## config.mk

```make
export PLATFORM = sky130hd
export DESIGN_NAME = acs_seq
export DESIGN_NICKNAME = d
export VERILOG_FILES = /design/src/rtl/acs_pkg.sv /design/src/rtl/acs_seq.sv /design/src/rtl/acs_sync.sv /design/src/rtl/acs_tad_gen.sv
export SDC_FILE = /design/constraint.sdc
export NUM_CORES = 1
export LEC_CHECK = 0
export BUFFER_PORTS_ARGS = -buffer_cell sky130_fd_sc_hd__buf_2
export CAP_MARGIN = 10
export CELL_PAD_IN_SITES_DETAIL_PLACEMENT = 0
export CELL_PAD_IN_SITES_GLOBAL_PLACEMENT = 1
export CORE_ASPECT_RATIO = 0.6
export CORE_MARGIN = 2
export CORE_UTILIZATION = 48
export DETAILED_ROUTE_END_ITERATION = 8
export GPL_ROUTABILITY_DRIVEN = 0
export PLACE_DENSITY_LB_ADDON = 0.1
export SYNTH_ARGS = -nofsm -noshare
export SYNTH_HDL_FRONTEND = slang
export SYNTH_SLANG_ARGS = --single-unit
```

## constraint.sdc

```tcl
create_clock -name REF_CLK_IN -period 4.1 [get_ports REF_CLK_IN]
set_clock_uncertainty 0.1 [all_clocks]
set_input_delay 0.82 -clock REF_CLK_IN [delete_from_list [all_inputs] [get_ports REF_CLK_IN]]
set_output_delay 0.82 -clock REF_CLK_IN [all_outputs]
set_load 0.05 [all_outputs]
```

## src/rtl/acs_pkg.sv

```systemverilog
// Package for the conversion sequencer: map, fields, counts, types
package acs_pkg;

  // ----------------------------------------------------------------
  // Register indices (byte address is four times the index)
  // ----------------------------------------------------------------
  localparam logic [5:0] IDX_CTRL0 = 6'h14;
  localparam logic [5:0] IDX_CTRL1 = 6'h15;
  localparam logic [5:0] IDX_RESL  = 6'h16;
  localparam logic [5:0] IDX_RESH  = 6'h17;
  localparam logic [5:0] IDX_FLAGS = 6'h18;
  localparam logic [5:0] IDX_PORT  = 6'h19;

  // ----------------------------------------------------------------
  // Field positions
  // ----------------------------------------------------------------
  localparam int C0_CHAN_LSB  = 4;
  localparam int C0_GO_BIT    = 2;
  localparam int C0_ON_BIT    = 0;
  localparam int C1_CSEL_LSB  = 6;
  localparam int C1_FMT_BIT   = 5;
  localparam int C1_PCFG_LSB  = 0;
  localparam int FL_IRQEN_BIT = 1;
  localparam int FL_DONE_BIT  = 0;

  // ----------------------------------------------------------------
  // Clock selection and timing counts
  // ----------------------------------------------------------------
  localparam logic [1:0] CSEL_D8  = 2'h0;
  localparam logic [1:0] CSEL_D32 = 2'h1;
  localparam logic [1:0] CSEL_D64 = 2'h2;
  localparam logic [1:0] CSEL_RC  = 2'h3;
  localparam logic [6:0] DIV_8    = 7'h08;
  localparam logic [6:0] DIV_32   = 7'h20;
  localparam logic [6:0] DIV_64   = 7'h40;
  localparam logic [2:0] INSTR_CYC = 3'h4;
  localparam logic [3:0] CONV_TADS = 4'hC;
  localparam logic [3:0] HOLD_TADS = 4'h2;
  localparam logic [3:0] RES_BITS  = 4'hA;

  // ----------------------------------------------------------------
  // Types
  // ----------------------------------------------------------------
  typedef enum logic [2:0] {
    PH_IDLE,
    PH_DELAY,
    PH_FIRST,
    PH_CONV,
    PH_HOLD
  } acs_phase_t;

  typedef struct packed {
    logic [3:0] chan;
    logic       go;
    logic       on;
  } acs_ctrl0_t;

  typedef struct packed {
    logic [1:0] csel;
    logic       fmt;
    logic [3:0] pcfg;
  } acs_ctrl1_t;

  typedef struct packed {
    logic irqen;
    logic done;
  } acs_flags_t;

  typedef struct packed {
    acs_ctrl0_t  c0;
    acs_ctrl1_t  c1;
    acs_flags_t  fl;
    acs_phase_t  ph;
    logic [3:0]  tads;
    logic [9:0]  sar;
    logic [2:0]  dly;
    logic        slp_off;
    logic        power;
    logic        sample;
    logic        wake;
    logic        pready;
    logic        pslverr;
    logic [31:0] prdata;
    logic [3:0]  chan_o;
  } acs_ctl_t;

  typedef struct packed {
    acs_ctl_t   ctl;
    logic [7:0] res_hi;
    logic [7:0] res_lo;
  } acs_state_t;

  typedef struct packed {
    logic [6:0] cnt;
    logic       rc_q;
    logic       tick;
  } acs_tad_st_t;

  localparam acs_ctl_t    CTL_RST = '0;
  localparam acs_tad_st_t TAD_RST = '0;

endpackage : acs_pkg

```

## src/rtl/acs_seq.sv

```systemverilog
// Conversion sequencer with APB registers, SAR control and sleep logic
`timescale 1ns/10ps
`default_nettype none

module acs_seq
  import acs_pkg::*;
(
  input  wire logic        REF_CLK_IN,   // 250 MHz core clock
  input  wire logic        RST_N_IN,     // Async reset, low
  input  wire logic        CE_IN,        // Clock enable
  input  wire logic        PSEL_IN,      // APB select
  input  wire logic        PENABLE_IN,   // APB enable
  input  wire logic        PWRITE_IN,    // APB direction
  input  wire logic [7:0]  PADDR_IN,     // APB byte address
  input  wire logic [31:0] PWDATA_IN,    // APB write data
  output logic      [31:0] PRDATA_OUT,   // APB read data
  output logic             PREADY_OUT,   // APB ready
  output logic             PSLVERR_OUT,  // APB error
  input  wire logic        SLEEP_IN,     // Core in sleep
  input  wire logic [15:0] PIN_LEVEL_IN, // Digital pin levels
  input  wire logic        COMP_IN,      // Comparator result
  input  wire logic        RC_OSC_IN,    // Internal RC clock
  output logic             POWER_OUT,    // Converter powered
  output logic             SAMPLE_OUT,   // Hold cap connected
  output logic      [3:0]  CHANNEL_OUT,  // Selected channel
  output logic      [9:0]  TRIAL_OUT,    // SAR trial code
  output logic             WAKE_OUT      // Wake pulse
);

  // ----------------------------------------------------------------
  // Declarations
  // ----------------------------------------------------------------
  acs_state_t  st_reg;
  acs_state_t  st_next;
  acs_ctl_t    s;
  logic [17:0] sync_q;
  logic [15:0] pins;
  logic        comp;
  logic        rc_lvl;
  logic        tick;
  logic        restart;
  logic [5:0]  idx;
  logic        acc;
  logic        wr;
  logic        w0;
  logic        busy;
  logic        pd_sleep;
  logic        start;
  logic        abort;
  logic        cmpl;
  logic [3:0]  bi;
  logic [31:0] rd;
  logic        mapped;

  assign s = st_reg.ctl;

  // ----------------------------------------------------------------
  // Pin synchronisers and bit-period ticks
  // ----------------------------------------------------------------
  acs_sync #(
    .W (18)
  ) u_sync (
    .clk_in   (REF_CLK_IN),
    .rst_n_in (RST_N_IN),
    .ce_in    (CE_IN),
    .d_in     ({RC_OSC_IN, COMP_IN, PIN_LEVEL_IN}),
    .q_out    (sync_q)
  );

  assign pins   = sync_q[15:0];
  assign comp   = sync_q[16];
  assign rc_lvl = sync_q[17];

  acs_tad_gen u_tad (
    .clk_in     (REF_CLK_IN),
    .rst_n_in   (RST_N_IN),
    .ce_in      (CE_IN),
    .restart_in (restart),
    .sel_in     (s.c1.csel),
    .rc_in      (rc_lvl),
    .tick_out   (tick)
  );

  // ----------------------------------------------------------------
  // Analog pin map from port configuration
  // ----------------------------------------------------------------
  function automatic logic [15:0] ana_mask(input logic [2:0] pc);
    logic [15:0] m;
    m = 16'h0000;
    for (int i = 0; i < 8; i++)
    begin
      if (pc != 3'h7 && i < 8 - int'(pc))
      begin
        m[i]     = 1'b1;
        m[i + 8] = 1'b1;
      end
    end
    return m;
  endfunction : ana_mask

  // ----------------------------------------------------------------
  // Event decode
  // ----------------------------------------------------------------
  assign idx      = PADDR_IN[7:2];
  assign acc      = PSEL_IN & PENABLE_IN & s.pready;
  assign wr       = acc & PWRITE_IN;
  assign w0       = wr && idx == IDX_CTRL0;
  assign busy     = s.ph == PH_DELAY || s.ph == PH_FIRST
                    || s.ph == PH_CONV;
  // Non-RC clock cannot run through sleep
  assign pd_sleep = SLEEP_IN && s.c1.csel != CSEL_RC;
  // Go is only honoured once the converter was already on
  assign start    = w0 && PWDATA_IN[C0_GO_BIT] && s.c0.on
                    && PWDATA_IN[C0_ON_BIT] && s.ph == PH_IDLE
                    && !pd_sleep && !s.slp_off;
  assign abort    = w0 && !PWDATA_IN[C0_GO_BIT] && busy;
  assign restart  = start && s.c1.csel != CSEL_RC;
  assign cmpl     = s.ph == PH_CONV && tick && s.tads == CONV_TADS - 4'h1
                    && s.c0.on && !pd_sleep && !abort;
  assign bi       = RES_BITS - s.tads;
  assign mapped   = idx == IDX_CTRL0 || idx == IDX_CTRL1
                    || idx == IDX_RESL || idx == IDX_RESH
                    || idx == IDX_FLAGS || idx == IDX_PORT;

  // ----------------------------------------------------------------
  // Read data
  // ----------------------------------------------------------------
  always_comb
  begin
    rd = 32'h0000_0000;
    unique case (idx)
      IDX_CTRL0:
      begin
        rd[C0_CHAN_LSB +: 4] = s.c0.chan;
        rd[C0_GO_BIT]        = s.c0.go;
        rd[C0_ON_BIT]        = s.c0.on;
      end
      IDX_CTRL1:
      begin
        rd[C1_CSEL_LSB +: 2] = s.c1.csel;
        rd[C1_FMT_BIT]       = s.c1.fmt;
        rd[C1_PCFG_LSB +: 4] = s.c1.pcfg;
      end
      IDX_RESL: rd[7:0] = st_reg.res_lo;
      IDX_RESH: rd[7:0] = st_reg.res_hi;
      IDX_FLAGS:
      begin
        rd[FL_IRQEN_BIT] = s.fl.irqen;
        rd[FL_DONE_BIT]  = s.fl.done;
      end
      // Analog pins read low
      IDX_PORT: rd[15:0] = pins & ~ana_mask(s.c1.pcfg[3:1]);
      default:  rd = 32'h0000_0000;
    endcase
  end

  // ----------------------------------------------------------------
  // Next state
  // ----------------------------------------------------------------
  always_comb
  begin
    st_next            = st_reg;
    st_next.ctl.wake   = 1'b0;
    st_next.ctl.pready = 1'b0;

    // Bus: one wait state, data and error land with ready
    if (PSEL_IN && PENABLE_IN && !s.pready)
    begin
      st_next.ctl.pready  = 1'b1;
      st_next.ctl.pslverr = !mapped;
      st_next.ctl.prdata  = PWRITE_IN ? 32'h0000_0000 : rd;
    end

    if (w0)
    begin
      st_next.ctl.c0.chan = PWDATA_IN[C0_CHAN_LSB +: 4];
      st_next.ctl.c0.on   = PWDATA_IN[C0_ON_BIT];
      st_next.ctl.c0.go   = start
                            || (busy && PWDATA_IN[C0_GO_BIT]);
    end
    if (wr && idx == IDX_CTRL1)
    begin
      st_next.ctl.c1.csel = PWDATA_IN[C1_CSEL_LSB +: 2];
      st_next.ctl.c1.fmt  = PWDATA_IN[C1_FMT_BIT];
      st_next.ctl.c1.pcfg = PWDATA_IN[C1_PCFG_LSB +: 4];
    end
    if (wr && idx == IDX_FLAGS)
    begin
      st_next.ctl.fl.irqen = PWDATA_IN[FL_IRQEN_BIT];
      st_next.ctl.fl.done  = PWDATA_IN[FL_DONE_BIT];
    end
    // Free software storage whenever no result is landing
    if (wr && idx == IDX_RESL)
      st_next.res_lo = PWDATA_IN[7:0];
    if (wr && idx == IDX_RESH)
      st_next.res_hi = PWDATA_IN[7:0];

    // Sequencer
    unique case (s.ph)
      PH_IDLE:
      begin
        if (start && s.c1.csel == CSEL_RC)
        begin
          st_next.ctl.ph  = PH_DELAY;
          st_next.ctl.dly = 3'h0;
        end
        else if (start)
          st_next.ctl.ph = PH_FIRST;
      end
      PH_DELAY:
      begin
        // Lets a following sleep instruction execute first
        if (s.dly == INSTR_CYC - 3'h1)
          st_next.ctl.ph = PH_FIRST;
        else
          st_next.ctl.dly = s.dly + 3'h1;
      end
      PH_FIRST:
      begin
        if (tick)
        begin
          st_next.ctl.ph   = PH_CONV;
          st_next.ctl.tads = 4'h1;
          st_next.ctl.sar  = 10'h200;
        end
      end
      PH_CONV:
      begin
        if (cmpl)
        begin
          // Whatever level is on the pin gets converted
          st_next.ctl.ph    = PH_HOLD;
          st_next.ctl.tads  = 4'h0;
          st_next.ctl.c0.go = 1'b0;
          st_next.ctl.fl.done = 1'b1;
          if (s.c1.fmt)
          begin
            st_next.res_hi = {6'h00, s.sar[9:8]};
            st_next.res_lo = s.sar[7:0];
          end
          else
          begin
            st_next.res_hi = s.sar[9:2];
            st_next.res_lo = {s.sar[1:0], 6'h00};
          end
          if (SLEEP_IN && s.fl.irqen)
            st_next.ctl.wake = 1'b1;
          else if (SLEEP_IN)
            st_next.ctl.slp_off = 1'b1;
        end
        else if (tick)
        begin
          st_next.ctl.sar[bi] = comp;
          if (bi != 4'h0)
            st_next.ctl.sar[bi - 4'h1] = 1'b1;
          st_next.ctl.tads = s.tads + 4'h1;
        end
      end
      PH_HOLD:
      begin
        // Capacitor stays off the pin for the whole wait
        if (tick && s.tads == HOLD_TADS - 4'h1)
          st_next.ctl.ph = PH_IDLE;
        else if (tick)
          st_next.ctl.tads = s.tads + 4'h1;
      end
      default: st_next.ctl.ph = PH_IDLE;
    endcase

    // Abort leaves results untouched
    if (abort)
    begin
      st_next.ctl.ph   = PH_HOLD;
      st_next.ctl.tads = 4'h0;
    end
    // Sleep on a non-RC clock kills the conversion; on bit stays
    if (pd_sleep && (busy || s.c0.go))
    begin
      st_next.ctl.ph    = PH_IDLE;
      st_next.ctl.c0.go = 1'b0;
    end
    if (!st_next.ctl.c0.on)
    begin
      st_next.ctl.ph    = PH_IDLE;
      st_next.ctl.c0.go = 1'b0;
    end
    if (!SLEEP_IN)
      st_next.ctl.slp_off = 1'b0;

    st_next.ctl.power  = st_next.ctl.c0.on && !pd_sleep
                         && !st_next.ctl.slp_off;
    st_next.ctl.sample = st_next.ctl.power
                         && st_next.ctl.ph == PH_IDLE;
    st_next.ctl.chan_o = st_next.ctl.c0.chan;
  end

  // ----------------------------------------------------------------
  // State register
  // ----------------------------------------------------------------
  // Results have no reset: their contents survive any reset
  always_ff @(posedge REF_CLK_IN or negedge RST_N_IN)
  begin
    if (!RST_N_IN)
      st_reg.ctl <= CTL_RST;
    else if (CE_IN)
      st_reg <= st_next;
  end

  assign PRDATA_OUT  = s.prdata;
  assign PREADY_OUT  = s.pready;
  assign PSLVERR_OUT = s.pslverr;
  assign POWER_OUT   = s.power;
  assign SAMPLE_OUT  = s.sample;
  assign CHANNEL_OUT = s.chan_o;
  assign TRIAL_OUT   = s.sar;
  assign WAKE_OUT    = s.wake;

  // ----------------------------------------------------------------
  // Checks
  // ----------------------------------------------------------------
  logic [3:0] tick_cnt_reg;

  always_ff @(posedge REF_CLK_IN or negedge RST_N_IN)
  begin
    if (!RST_N_IN)
      tick_cnt_reg <= 4'h0;
    else if (CE_IN && start)
      tick_cnt_reg <= 4'h0;
    else if (CE_IN && tick && busy && s.ph != PH_DELAY)
      tick_cnt_reg <= tick_cnt_reg + 4'h1;
  end
endmodule : acs_seq

`default_nettype wire

```

## src/rtl/acs_sync.sv

```systemverilog
// Two-flop synchroniser for pin-level inputs
`timescale 1ns/10ps
`default_nettype none

module acs_sync
#(
  parameter int W = 1
)
(
  input  wire logic         clk_in,   // Core clock
  input  wire logic         rst_n_in, // Async reset, low
  input  wire logic         ce_in,    // Clock enable
  input  wire logic [W-1:0] d_in,     // Asynchronous levels
  output logic      [W-1:0] q_out     // Synchronised levels
);

  logic [W-1:0] meta_reg;

  always_ff @(posedge clk_in or negedge rst_n_in)
  begin
    if (!rst_n_in)
    begin
      meta_reg <= '0;
      q_out    <= '0;
    end
    else if (ce_in)
    begin
      meta_reg <= d_in;
      q_out    <= meta_reg;
    end
  end

endmodule : acs_sync

`default_nettype wire

```

## src/rtl/acs_tad_gen.sv

```systemverilog
// Bit-period tick generator: oscillator divider or RC edge
`timescale 1ns/10ps
`default_nettype none

module acs_tad_gen
  import acs_pkg::*;
(
  input  wire logic       clk_in,     // Core clock
  input  wire logic       rst_n_in,   // Async reset, low
  input  wire logic       ce_in,      // Clock enable
  input  wire logic       restart_in, // Realign divider
  input  wire logic [1:0] sel_in,     // Clock select code
  input  wire logic       rc_in,      // Synchronised RC clock
  output logic            tick_out    // One-cycle period tick
);

  acs_tad_st_t st_reg;
  acs_tad_st_t st_next;
  logic [6:0]  div;

  always_comb
  begin
    st_next      = st_reg;
    st_next.rc_q = rc_in;
    st_next.tick = 1'b0;
    case (sel_in)
      CSEL_D32: div = DIV_32;
      CSEL_D64: div = DIV_64;
      default:  div = DIV_8;
    endcase
    // Restart loads one so the first tick lands exactly one period on
    if (restart_in)
      st_next.cnt = 7'h01;
    else if (sel_in == CSEL_RC)
      st_next.tick = rc_in & ~st_reg.rc_q;
    else if (st_reg.cnt >= div - 7'h01)
    begin
      st_next.cnt  = 7'h00;
      st_next.tick = 1'b1;
    end
    else
      st_next.cnt = st_reg.cnt + 7'h01;
  end

  always_ff @(posedge clk_in or negedge rst_n_in)
  begin
    if (!rst_n_in)
      st_reg <= TAD_RST;
    else if (ce_in)
      st_reg <= st_next;
  end

  assign tick_out = st_reg.tick;

  // ----------------------------------------------------------------
  // Checks
  // ----------------------------------------------------------------
  logic [3:0] gap_reg;
  logic       d8_run_reg;

  always_ff @(posedge clk_in or negedge rst_n_in)
  begin
    if (!rst_n_in)
    begin
      gap_reg    <= 4'h0;
      d8_run_reg <= 1'b0;
    end
    else if (ce_in)
    begin
      if (tick_out)
        gap_reg <= 4'h0;
      else if (gap_reg != 4'hF)
        gap_reg <= gap_reg + 4'h1;
      // Spacing only judged while divide-by-8 held since the last tick
      if (tick_out)
        d8_run_reg <= sel_in == CSEL_D8 && !restart_in;
      else if (sel_in != CSEL_D8 || restart_in)
        d8_run_reg <= 1'b0;
    end
  end
endmodule : acs_tad_gen

`default_nettype wire

```

Word level (Yosys, flattened, before mapping)
Index checks and enable logic that the tools add are counted.
{"block": "word_totals", "reg_bits": 134, "inputBits": 65, "out_inout_bits": 51, "wordCells": 230}
{"block": "op_classes", "add_sub_neg": 7, "order_cmp": 13, "n_eq_ne": 28, "mux": 77, "bitwise": 8, "n_reduce_logical": 71}
{"operator": "2-to-1 mux 16 bit", "count": 4}
{"operator": "logical AND 1 bit", "count": 40}
{"operator": "equality test 6 x 5 -> 1 bit, second input constant", "count": 6}
{"operator": "2-to-1 mux 1 bit", "count": 34}
{"operator": "2-to-1 mux 34 bit", "count": 1}
{"operator": "case mux 3 bit (5 select lines)", "count": 2}
{"operator": "2-to-1 mux 7 bit", "count": 4}
{"operator": "2-to-1 mux 3 bit", "count": 8}
{"operator": "2-to-1 mux 8 bit", "count": 3}
{"operator": "< comparator 4 x 5 -> 1 bit, first input constant", "count": 4}
{"operator": "2-to-1 mux 10 bit", "count": 2}
{"operator": "case mux 10 bit (2 select lines)", "count": 1}
{"operator": "2-to-1 mux 17 bit", "count": 1}
{"operator": "bitwise AND 16 bit", "count": 1}
{"operator": "2-to-1 mux 4 bit", "count": 4}
{"operator": "NOT 16 bit", "count": 1}
{"operator": "2-to-1 mux 14 bit", "count": 1}
{"operator": "case mux 7 bit (2 select lines)", "count": 1}
{"operator": "case mux 4 bit (3 select lines)", "count": 1}
{"operator": "AND reduction 2 bit", "count": 6}
{"operator": "bitwise mux 10 bit", "count": 1}
{"operator": "< comparator 3 x 5 -> 1 bit, first input constant", "count": 2}
{"operator": "< comparator 4 x 5 -> 1 bit, second input constant", "count": 2}
{"operator": "bitwise OR 10 bit", "count": 1}
{"operator": "39 further kinds", "count": 73}

Longest topological paths before layout
Gate-level depths: netlist of the first run.
{"block": "depth", "word_depth": 18, "ltp_mapped": 10, "mapped_depth_nobuf": 10}

Modules after synthesis
From an unflattened synthesis of the first run, not the netlist that was laid out.
{"block": "unflattened", "hier_cells": 663, "hier_area_um2": 7051.8}
{"mod": "acs_seq", "n_inst": 1, "cells_per_inst": 521, "area_each_um2": 4936.0, "seq_area_each_um2": 1906.8}
{"mod": "acs_sync", "n_inst": 1, "cells_per_inst": 76, "area_each_um2": 1490.2, "seq_area_each_um2": 900.9}
{"mod": "acs_tad_gen", "n_inst": 1, "cells_per_inst": 66, "area_each_um2": 625.6, "seq_area_each_um2": 225.2}

Least setup slack after synthesis of the first run
Ideal clock, no wire load.
{"block": "synth_path", "path_kind": "input-to-reg", "startpoint": "input port PADDR_IN[2]", "endpoint": "register st_reg (netlist bit SAMPLE_OUT)", "setup_time_ns": 0.122, "arrival_time_ns": 2.833, "required_ns": 3.878, "slack_ns": 1.045, "path_stages": 8, "n_path_buf": 2, "cell_sequence": "buf_2 -> or4b_4 -> or3_1 -> buf_6 -> mux2i_4 -> nor3_1 -> o31ai_1 -> a32o_1"}
{"block": "synth_between", "elab_chain_cells": 16, "elab_cells_between_ends": 29, "cone_classes": "eq/ne (1); mux (11); reduce/logical (17)"}
{"element": "start: declaration", "line_no": "acs_seq.sv:14", "rtl": "input wire logic [7:0] PADDR_IN,"}
{"element": "equality test 6 x 5 -> 1 bit (*)", "line_no": "acs_seq.sv:107", "rtl": "assign w0 = wr && idx == IDX_CTRL0;"}
{"element": "logical AND 1 bit (*)", "line_no": "acs_seq.sv:107"}
{"element": "logical AND 1 bit (2 in a row)", "line_no": "acs_seq.sv:113", "rtl": "assign start = w0 && PWDATA_IN[C0_GO_BIT] && s.c0.on"}
{"element": "logical AND 1 bit (2 in a row)", "line_no": "acs_seq.sv:114", "rtl": "&& PWDATA_IN[C0_ON_BIT] && s.ph == PH_IDLE"}
{"element": "logical AND 1 bit (2 in a row)", "line_no": "acs_seq.sv:115", "rtl": "&& !pd_sleep && !s.slp_off;"}
{"element": "2-to-1 mux 3 bit / logical AND 1 bit (equally long branches)", "line_no": "acs_seq.sv:207, acs_seq.sv:202"}
{"element": "2-to-1 mux 3 bit", "line_no": "acs_seq.sv:202", "rtl": "if (start && s.c1.csel == CSEL_RC)"}
{"element": "case mux 3 bit (5 select lines)", "line_no": "acs_seq.sv:199", "rtl": "unique case (s.ph)"}
{"element": "2-to-1 mux 7 bit", "line_no": "acs_seq.sv:271", "rtl": "if (abort)"}
{"element": "2-to-1 mux 3 bit", "line_no": "acs_seq.sv:277", "rtl": "if (pd_sleep && (busy || s.c0.go))"}
{"element": "2-to-1 mux 3 bit", "line_no": "acs_seq.sv:282", "rtl": "if (!st_next.ctl.c0.on)"}
{"element": "logical NOT 3 bit", "line_no": "acs_seq.sv:293", "rtl": "&& st_next.ctl.ph == PH_IDLE;"}
{"element": "logical AND 1 bit (*)", "line_no": "acs_seq.sv:293"}
{"element": "end signal: assignment", "line_no": "acs_seq.sv:306", "rtl": "st_reg <= st_next;"}
{"element": "end: declaration", "line_no": "acs_seq.sv:33", "rtl": "acs_state_t st_reg;"}
Mark *: on every way between the ends. The rest lies on a longest branch, timed or not. The select of a mux whose other input is x is not followed.
A chain may end at the register's enable or synchronous reset.

Worst setup path in the final report of the first run
{"block": "layout_path", "startpoint": "register st_reg (netlist bit s[57])", "endpoint": "register st_reg (netlist bit TRIAL_OUT[2])"}
{"block": "layout_between", "elab_chain_cells": 11, "elab_cells_between_ends": 26, "cone_classes": "add/sub (2); order compare (4); eq/ne (2); mux (9); bitwise (1); reduce/logical (8)"}
{"element": "subtractor 4 bit", "line_no": "acs_seq.sv:120", "rtl": "assign bi = RES_BITS - s.tads;"}
{"element": "subtractor 4 x 1 -> 4 bit (tied with other cells)", "line_no": "acs_seq.sv:255", "rtl": "st_next.ctl.sar[bi - 4'h1] = 1'b1;"}
{"element": "< comparator 4 x 5 -> 1 bit (not written as such) (tied with other cells)", "line_no": "acs_seq.sv:255"}
{"element": "logical AND 1 bit (not written as such) / 2-to-1 mux 1 bit (equally long branches)", "line_no": "acs_seq.sv:255, acs_seq.sv:253"}
{"element": "2-to-1 mux 1 bit (not written as such) / demux 1 bit (select 4 bit) (equally long branches)", "line_no": "acs_seq.sv:255, acs_seq.sv:253"}
{"element": "demux 1 bit (select 4 bit) / bitwise mux 10 bit (equally long branches)", "line_no": "acs_seq.sv:255, acs_seq.sv:253"}
{"element": "bitwise OR 10 bit (no source line)"}
{"element": "2-to-1 mux 10 bit", "line_no": "acs_seq.sv:254", "rtl": "if (bi != 4'h0)"}
{"element": "2-to-1 mux 14 bit", "line_no": "acs_seq.sv:251", "rtl": "else if (tick)"}
{"element": "2-to-1 mux 10 bit", "line_no": "acs_seq.sv:229", "rtl": "if (cmpl)"}
{"element": "case mux 10 bit (2 select lines)", "line_no": "acs_seq.sv:199"}
Parallel ways exist; a longest one is shown, timed or not. The select of a mux whose other input is x is not followed.

==> impl_metrics.py, run 1 <==
metrics = {
    "pwr": {
        "p_sw_w": 0.00108,
        "clockPowerShare_pct": 41.8,
        "irDropWorstVdd_mv": 0.215,
        "finalPower_w": 0.00344,
        "power_density_nw_per_um2": 437,
        "leakage_nw": 3.46,
        "p_int_w": 0.00236,
        "combPwrFrac_pct": 17.4,
        "pwr-share-seq_pct": 40.7,
        "swShare_pct": 31.5,
    },
    "global_routing": {
        "grt_overflow_total": 0,
        "grt_use_total_pct": 23.8,
        "first_global_vias": 5141,
        "grt_pass1_wl_mm": 29.1,
        "antenna_found_initial": 0,
        "grt_max_degree": 61,
    },
    "drt": {
        "drc": 0,
        "drt-met1-wl_mm": 9.15,
        "drtIter0Drc": 378,
        "wl_met2_mm": 7.32,
        "wl_met3_mm": 1.35,
        "via_count": 5430,
        "ant_nets": 0,
        "viasPerCell": 5.83,
        "topRoutingLayerUsed": "met4",
        "wl_mm": 17.9,
        "dr.pass1.iters": 5,
        "wire_per_inst_um": 19.2,
    },
    "clocking": {
        "path_clk_slew_ps": 60,
        "cts_tree": "done",
        "htree_levels": 4,
        "clkSinkCount": 118,
        "cts_resized": 0,
        "cts-root-buf": "clkbuf_16",
        "post_cts.repair.setup_buffers": 0,
        "clock_path_buffers": 2,
        "postCtsHoldBufs": 0,
        "cts_made_buffers": 17,
        "clock_latency_ps": 410,
    },
    "layout": {
        "drive_gt1_share_pct": 25.6,
        "num_antenna_cells": 0,
        "nets": 811,
        "synthToLayoutAreaGrowth_pct": 11.8,
        "fin_area_um2": 7870,
        "largest_reg_flops": 22,
        "final_cell_mix": "102 x dfrtp_1, 72 x buf_2, 53 x o21ai_0",
        "final_common_cell": "dfrtp_1",
    },
    "worst_hold_path": {
        "hp-class": "input pin to async pin",
    },
    "placement": {
        "hpwl_mm": 13.2,
        "portBuffers": 73,
        "placed_cell_area_um2": 7300,
    },
    "sta": {
        "min_period_over_period_pct": 75.7,
        "fmax_mhz": 322,
        "worst_pin_slew_ps": 951,
        "finalHoldViolations": 0,
        "fin_setup_tns_ps": 0,
        "grt_setup_unrepaired": "no",
        "finalCriticalPeriod_ps": 3100,
        "drv_slew": 0,
        "slew_headroom_pct": 36.3,
        "setup_viol": 0,
    },
    "logic_synthesis": {
        "synth_top_area_cell": "dfrtp_1",
        "synth_ff_type": "dfrtp_1",
        "yosysTopAreaCellShare_pct": 36.3,
        "ys_seq_elements": 118,
        "seq_area_frac_synth_pct": 43.1,
        "netlist_top_cells_area": "dfrtp_1 36%, mux2_2 8.3%, edfxtp_1 6.8%, buf_4 4.9%, ha_1 4.4%",
        "syn-mean-instance-area_um2": 10.3,
        "async_reset_ff_share_pct": 86.4,
        "netlist_area_um2": 7040,
        "ys_warn_count": 0,
        "synthCells": 684,
        "synth_edf_count": 16,
        "yosys.cell_types.count": 77,
    },
    "setup_path": {
        "crit_path_start_kind": "flip-flop",
        "path_class": "flip-flop to flip-flop",
        "crit_start": "s[57]",
        "endpoint_kind": "flip-flop",
        "required_ps": 4250,
        "r2r_start": "s[57]",
        "cp_max_fo": 10,
        "crit_arrival_ps": 3250,
    },
    "floorplan": {
        "coreArea_um2": 14400,
        "die_h_um": 97.8,
        "placementRows": 34,
        "die_w_um": 160,
        "ios": 116,
        "initial_core_util_pct": 48.8,
        "dieArea_um2": 15700,
    },
    "status": {
        "status": "complete, no violations",
    },
    "run": {
        "cap_violations": 0,
    },
}
==> per-stage QoR <==
step | cells | utilization (%) | setup slack (ps) | hold slack, ps
after global placement | 900 | 50.6 | 677 | 368
final | 932 | 54.6 | 998 | 290
after global routing | 932 | 54.6 | 808 | 333
after floorplan | 699 | - | 1050 | 351
after detailed placement | 900 | 50.6 | 645 | 375
after CTS | 932 | 54.6 | 1080 | 316
==> synthesized netlist by cell type, types with 7 or more instances <==
library cell and instances:
dfrtp_1 102, ha_1 25, a22o_1 12, mux2i_1 28, nand3_1 21, clkbuf_1 23
mux2_2 52, o21ai_0 53, nand3b_1 7, buf_4 46, nand2b_1 9, edfxtp_1 16
nand4_1 8, a31oi_1 7, a32o_1 7, nor2_1 31, inv_1 25, nand2_1 45
nor3_1 15, a21oi_1 27
==> layout make-up <==
cell class                 count  area [um2]
timing repair buffer          82         435
tap                          198         248
sequential                   118        3030
multi-input combinational    477        3490
clock buffer                  17         425
clock inverter                15         145
fill                        1276        6550
inverter                      25        93.8
==> power by group through the flow <==
stage / sequential (W) / clock [W] / combinational [W]
6_report: 0.00140 / 0.00144 / 0.000600
5_1_grt: 0.00142 / 0.00152 / 0.000669
4_1_cts: 0.00140 / 0.00146 / 0.000598
3_5_place_dp: 0.00142 / 0 / 0.000595
3_3_place_gp: 0.00142 / 0 / 0.000583
2_1_floorplan: 0.00139 / 0 / 0.000458
==> metal layers <==
| layer | up-vias | global-route usage, % |
|---|---|---|
| li1 | 2541 | - |
| met1 | 2683 | 37.6 |
| met2 | 195 | 32.5 |
| met3 | 11 | 6.29 |
| met4 | 0 | 4.64 |
| met5 | - | 0 |
==> critical path: stages, from the launching register on <==
cell,delay (ps)
dfrtp_1,560
inv_1,160
ha_1,200
nor2b_1,150
nor3_1,480
o21ai_0,290
or4b_2,700
o221ai_1,200
a22oi_1,110
==> logic make-up after synthesis <==
group	after synthesis	synth area share (%)
muxes	84	13.7
AOI/OAI and AO/OA	165	15.9
and+or+nand+nor	185	14.3
buffers and inverters	104	8.25
xor gates and xnor gates	2	0.249
DFF	118	43.1
adders and majority gates	25	4.44
other	1	0.0533
==> final timing paths <==
| path | to | slack [ps] | cells after the start |
|---|---|---|---|
| hold reg to reg | PRDATA_OUT[9] | 390 | 1 |
| setup / recovery | TRIAL_OUT[2] | 1000 | 8 |
| hold / removal | TRIAL_OUT[3] | 290 | 1 |
| setup reg to reg | TRIAL_OUT[2] | 1000 | 8 |
| max in group asynchronous | u_sync.q_out[8] | 2390 | 2 |
| min in group REF_CLK_IN | PRDATA_OUT[9] | 390 | 1 |
No activity file was read; power rests on OpenSTA's default activity.
==> inputs of run 2 (changes only) <==
--- a/config.mk
+++ b/config.mk
@@ -5,13 +5,14 @@
 export SDC_FILE = /design/constraint.sdc
 export NUM_CORES = 1
 export LEC_CHECK = 0
+export ABC_AREA = 1
 export BUFFER_PORTS_ARGS = -buffer_cell sky130_fd_sc_hd__buf_2
 export CAP_MARGIN = 10
 export CELL_PAD_IN_SITES_DETAIL_PLACEMENT = 0
 export CELL_PAD_IN_SITES_GLOBAL_PLACEMENT = 1
 export CORE_ASPECT_RATIO = 0.6
 export CORE_MARGIN = 2
-export CORE_UTILIZATION = 48
+export CORE_UTILIZATION = 42
 export DETAILED_ROUTE_END_ITERATION = 8
 export GPL_ROUTABILITY_DRIVEN = 0
 export PLACE_DENSITY_LB_ADDON = 0.1
==> constraint.sdc (replaced) <==
create_clock -name REF_CLK_IN -period 3.1 [get_ports REF_CLK_IN]
set_clock_uncertainty 0.1 [all_clocks]
set_input_delay 0.62 -clock REF_CLK_IN [delete_from_list [all_inputs] [get_ports REF_CLK_IN]]
set_output_delay 0.62 -clock REF_CLK_IN [all_outputs]
set_load 0.05 [all_outputs]
==> impl_metrics.py, run 2 <==
metrics = {
    "pwr": {
        "combPwrFrac_pct": 13.0,
        "swShare_pct": 27.2,
        "pwr-share-seq_pct": 42.2,
        "p_int_w": 0.00305,
        "clockPowerShare_pct": 44.8,
        "leakage_nw": 4.04,
        "p_sw_w": 0.00114,
        "irDropWorstVdd_mv": 0.291,
        "power_density_nw_per_um2": 536,
    },
    "global_routing": {
        "first_global_vias": 5577,
        "antenna_found_initial": 0,
        "grt_overflow_total": 0,
        "grt_max_degree": 59,
        "grt_pass1_wl_mm": 29.8,
        "grt_use_total_pct": 21.8,
    },
    "layout": {
        "synthToLayoutAreaGrowth_pct": 12.3,
        "fillCellCount": 1603,
        "largest_reg_flops": 22,
        "area.sequential_um2": 3030,
        "fin_area_um2": 7820,
        "final_util_pct": 48.2,
        "drive_gt1_share_pct": 14.8,
        "num_antenna_cells": 0,
        "multi_input_area_um2": 3090,
        "final_common_cell": "nand2_1",
        "final_cell_mix": "281 x nand2_1, 104 x inv_1, 102 x dfrtp_1",
        "nets": 1031,
    },
    "sta": {
        "finalHoldViolations": 0,
        "slew_headroom_pct": 47.5,
        "finalCriticalPeriod_ps": 2430,
        "min_period_over_period_pct": 78.3,
        "fmax_mhz": 412,
        "grt_setup_unrepaired": "no",
        "fin_setup_tns_ps": 0,
        "drv_slew": 0,
        "setup_viol": 0,
        "worst_pin_slew_ps": 787,
    },
    "clocking": {
        "path_clk_slew_ps": 50,
        "cts_tree": "done",
        "cts-root-buf": "clkbuf_16",
        "clkSinkCount": 118,
        "clock_latency_ps": 420,
        "cts_resized": 0,
        "post_cts.repair.setup_buffers": 0,
        "clock_path_buffers": 2,
        "cts_made_buffers": 17,
        "postCtsHoldBufs": 1,
        "htree_levels": 4,
    },
    "logic_synthesis": {
        "synth_common_cells": "281 x nand2_1, 104 x inv_1, 102 x dfrtp_1",
        "synthCells": 895,
        "netlist_top_cells_area": "dfrtp_1 37%, nand2_1 15%, edfxtp_1 6.9%, o21ai_0 5.7%, inv_1 5.6%",
        "yosys.cell_types.count": 46,
        "ys_seq_elements": 118,
        "synth_top_area_cell": "dfrtp_1",
        "synth_ff_type": "dfrtp_1",
        "syn-mean-instance-area_um2": 7.78,
        "async_reset_ff_share_pct": 86.4,
        "yosysTopAreaCellShare_pct": 36.6,
        "synth_edf_count": 16,
        "synth_most_common_cell": "nand2_1",
        "netlist_area_um2": 6970,
        "ys_warn_count": 0,
        "seq_area_frac_synth_pct": 43.5,
    },
    "setup_path": {
        "path_class": "flip-flop to flip-flop",
        "endpoint_kind": "flip-flop",
        "crit_path_start_kind": "flip-flop",
        "required_ps": 3340,
        "cp_max_fo": 5,
        "crit_arrival_ps": 2660,
    },
    "drt": {
        "dr.pass1.iters": 5,
        "ant_nets": 0,
        "wire_per_inst_um": 15.9,
        "wl_mm": 18.4,
        "viasPerCell": 5.13,
        "via_count": 5947,
        "drc": 0,
        "drtIter0Drc": 539,
    },
    "placement": {
        "portBuffers": 73,
        "hpwl_mm": 13.9,
        "placed_cell_area_um2": 7250,
    },
    "floorplan": {
        "die_h_um": 104,
        "die_w_um": 170,
        "ios": 116,
        "initial_core_util_pct": 43.0,
        "coreArea_um2": 16200,
        "dieArea_um2": 17700,
        "placementRows": 36,
    },
    "worst_hold_path": {
        "hp-class": "input pin to flip-flop",
    },
    "run": {
        "cap_violations": 0,
    },
    "status": {
        "status": "complete, no violations",
    },
}
==> run 2: kinds of logic after synthesis <==
logic type / count (synthesis) / share of synthesized area [%]
AO/OA/AOI/OAI: 155 / 12.9
XOR/XNOR: 9 / 1.13
adder cells (fa/ha/maj): 25 / 4.49
buffers and inverters: 184 / 12.9
flip-flops: 118 / 43.5
other: 1 / 0.0538
AND/OR/NAND/NOR: 403 / 25.0
==> run 2: critical path, cell delays in order (launching register included) <==
cell and delay (ps):
dfrtp_1 490, inv_1 110, ha_1 330, ha_1 320, nand2_1 80, inv_1 40, o21ai_0 160, nand3_1 90
nor2_1 260, nand2_1 190, a21oi_1 180
==> run 2: path summary, 6_finish.rpt <==
path                                  startpoint  depth (start not counted)  slack (ps)                   to
worst min-delay path            PIN_LEVEL_IN[12]                          3         300  u_sync.meta_reg[12]
worst max register to register             s[69]                         10         670      u_tad.st_reg[7]
worst max-delay path                       s[69]                         10         670      u_tad.st_reg[7]
worst min register to register   u_tad.st_reg[1]                          2         370      u_tad.st_reg[1]
max in group asynchronous               RST_N_IN                          3        1430         TRIAL_OUT[3]
min in group asynchronous               RST_N_IN                          2         470   u_sync.meta_reg[8]
==> run 2: routing by layer <==
layer	vias up	wire [um]	share of wire, %	track usage, %
met5	-	0	0	0
met4	0	187	1.0	6.11
met3	16	1170	6.4	4.51
met2	195	7130	39	28.5
met1	2814	9900	54	35.4
li1	2922	-	-	-
==> run 2: stage by stage <==
| stage | hold WS [ps] | instances | setup WS, ps | total power, W |
|---|---|---|---|---|
| 2_1_floorplan | 224 | 910 | 905 | 0.00217 |
| 3_3_place_gp | 352 | 1130 | 702 | 0.00232 |
| 3_5_place_dp | 355 | 1130 | 649 | 0.00234 |
| 4_1_cts | 287 | 1160 | 723 | 0.00423 |
| 5_1_grt | 302 | 1160 | 441 | 0.00438 |
| 6_report | 300 | 1160 | 674 | 0.00419 |
==> run 2: final cells by class <==
cell class / instances / area share, %
multi-input cells: 608 / 39.5
flip-flops and latches: 118 / 38.8
clock buffers: 27 / 7.10
repair buffers: 84 / 5.79
inverters: 112 / 5.37
well taps: 209 / 3.34
clock inverters: 2 / 0.128
==> run 2: power groups by stage <==
stage	Clock (W)	Combinational, W	Sequential (W)
floorplan	0	0.000385	0.00179
CTS	0.00191	0.000549	0.00177
detailed placement	0	0.000545	0.00180
finish	0.00188	0.000546	0.00177
global route	0.00198	0.000623	0.00178
global placement	0	0.000532	0.00179
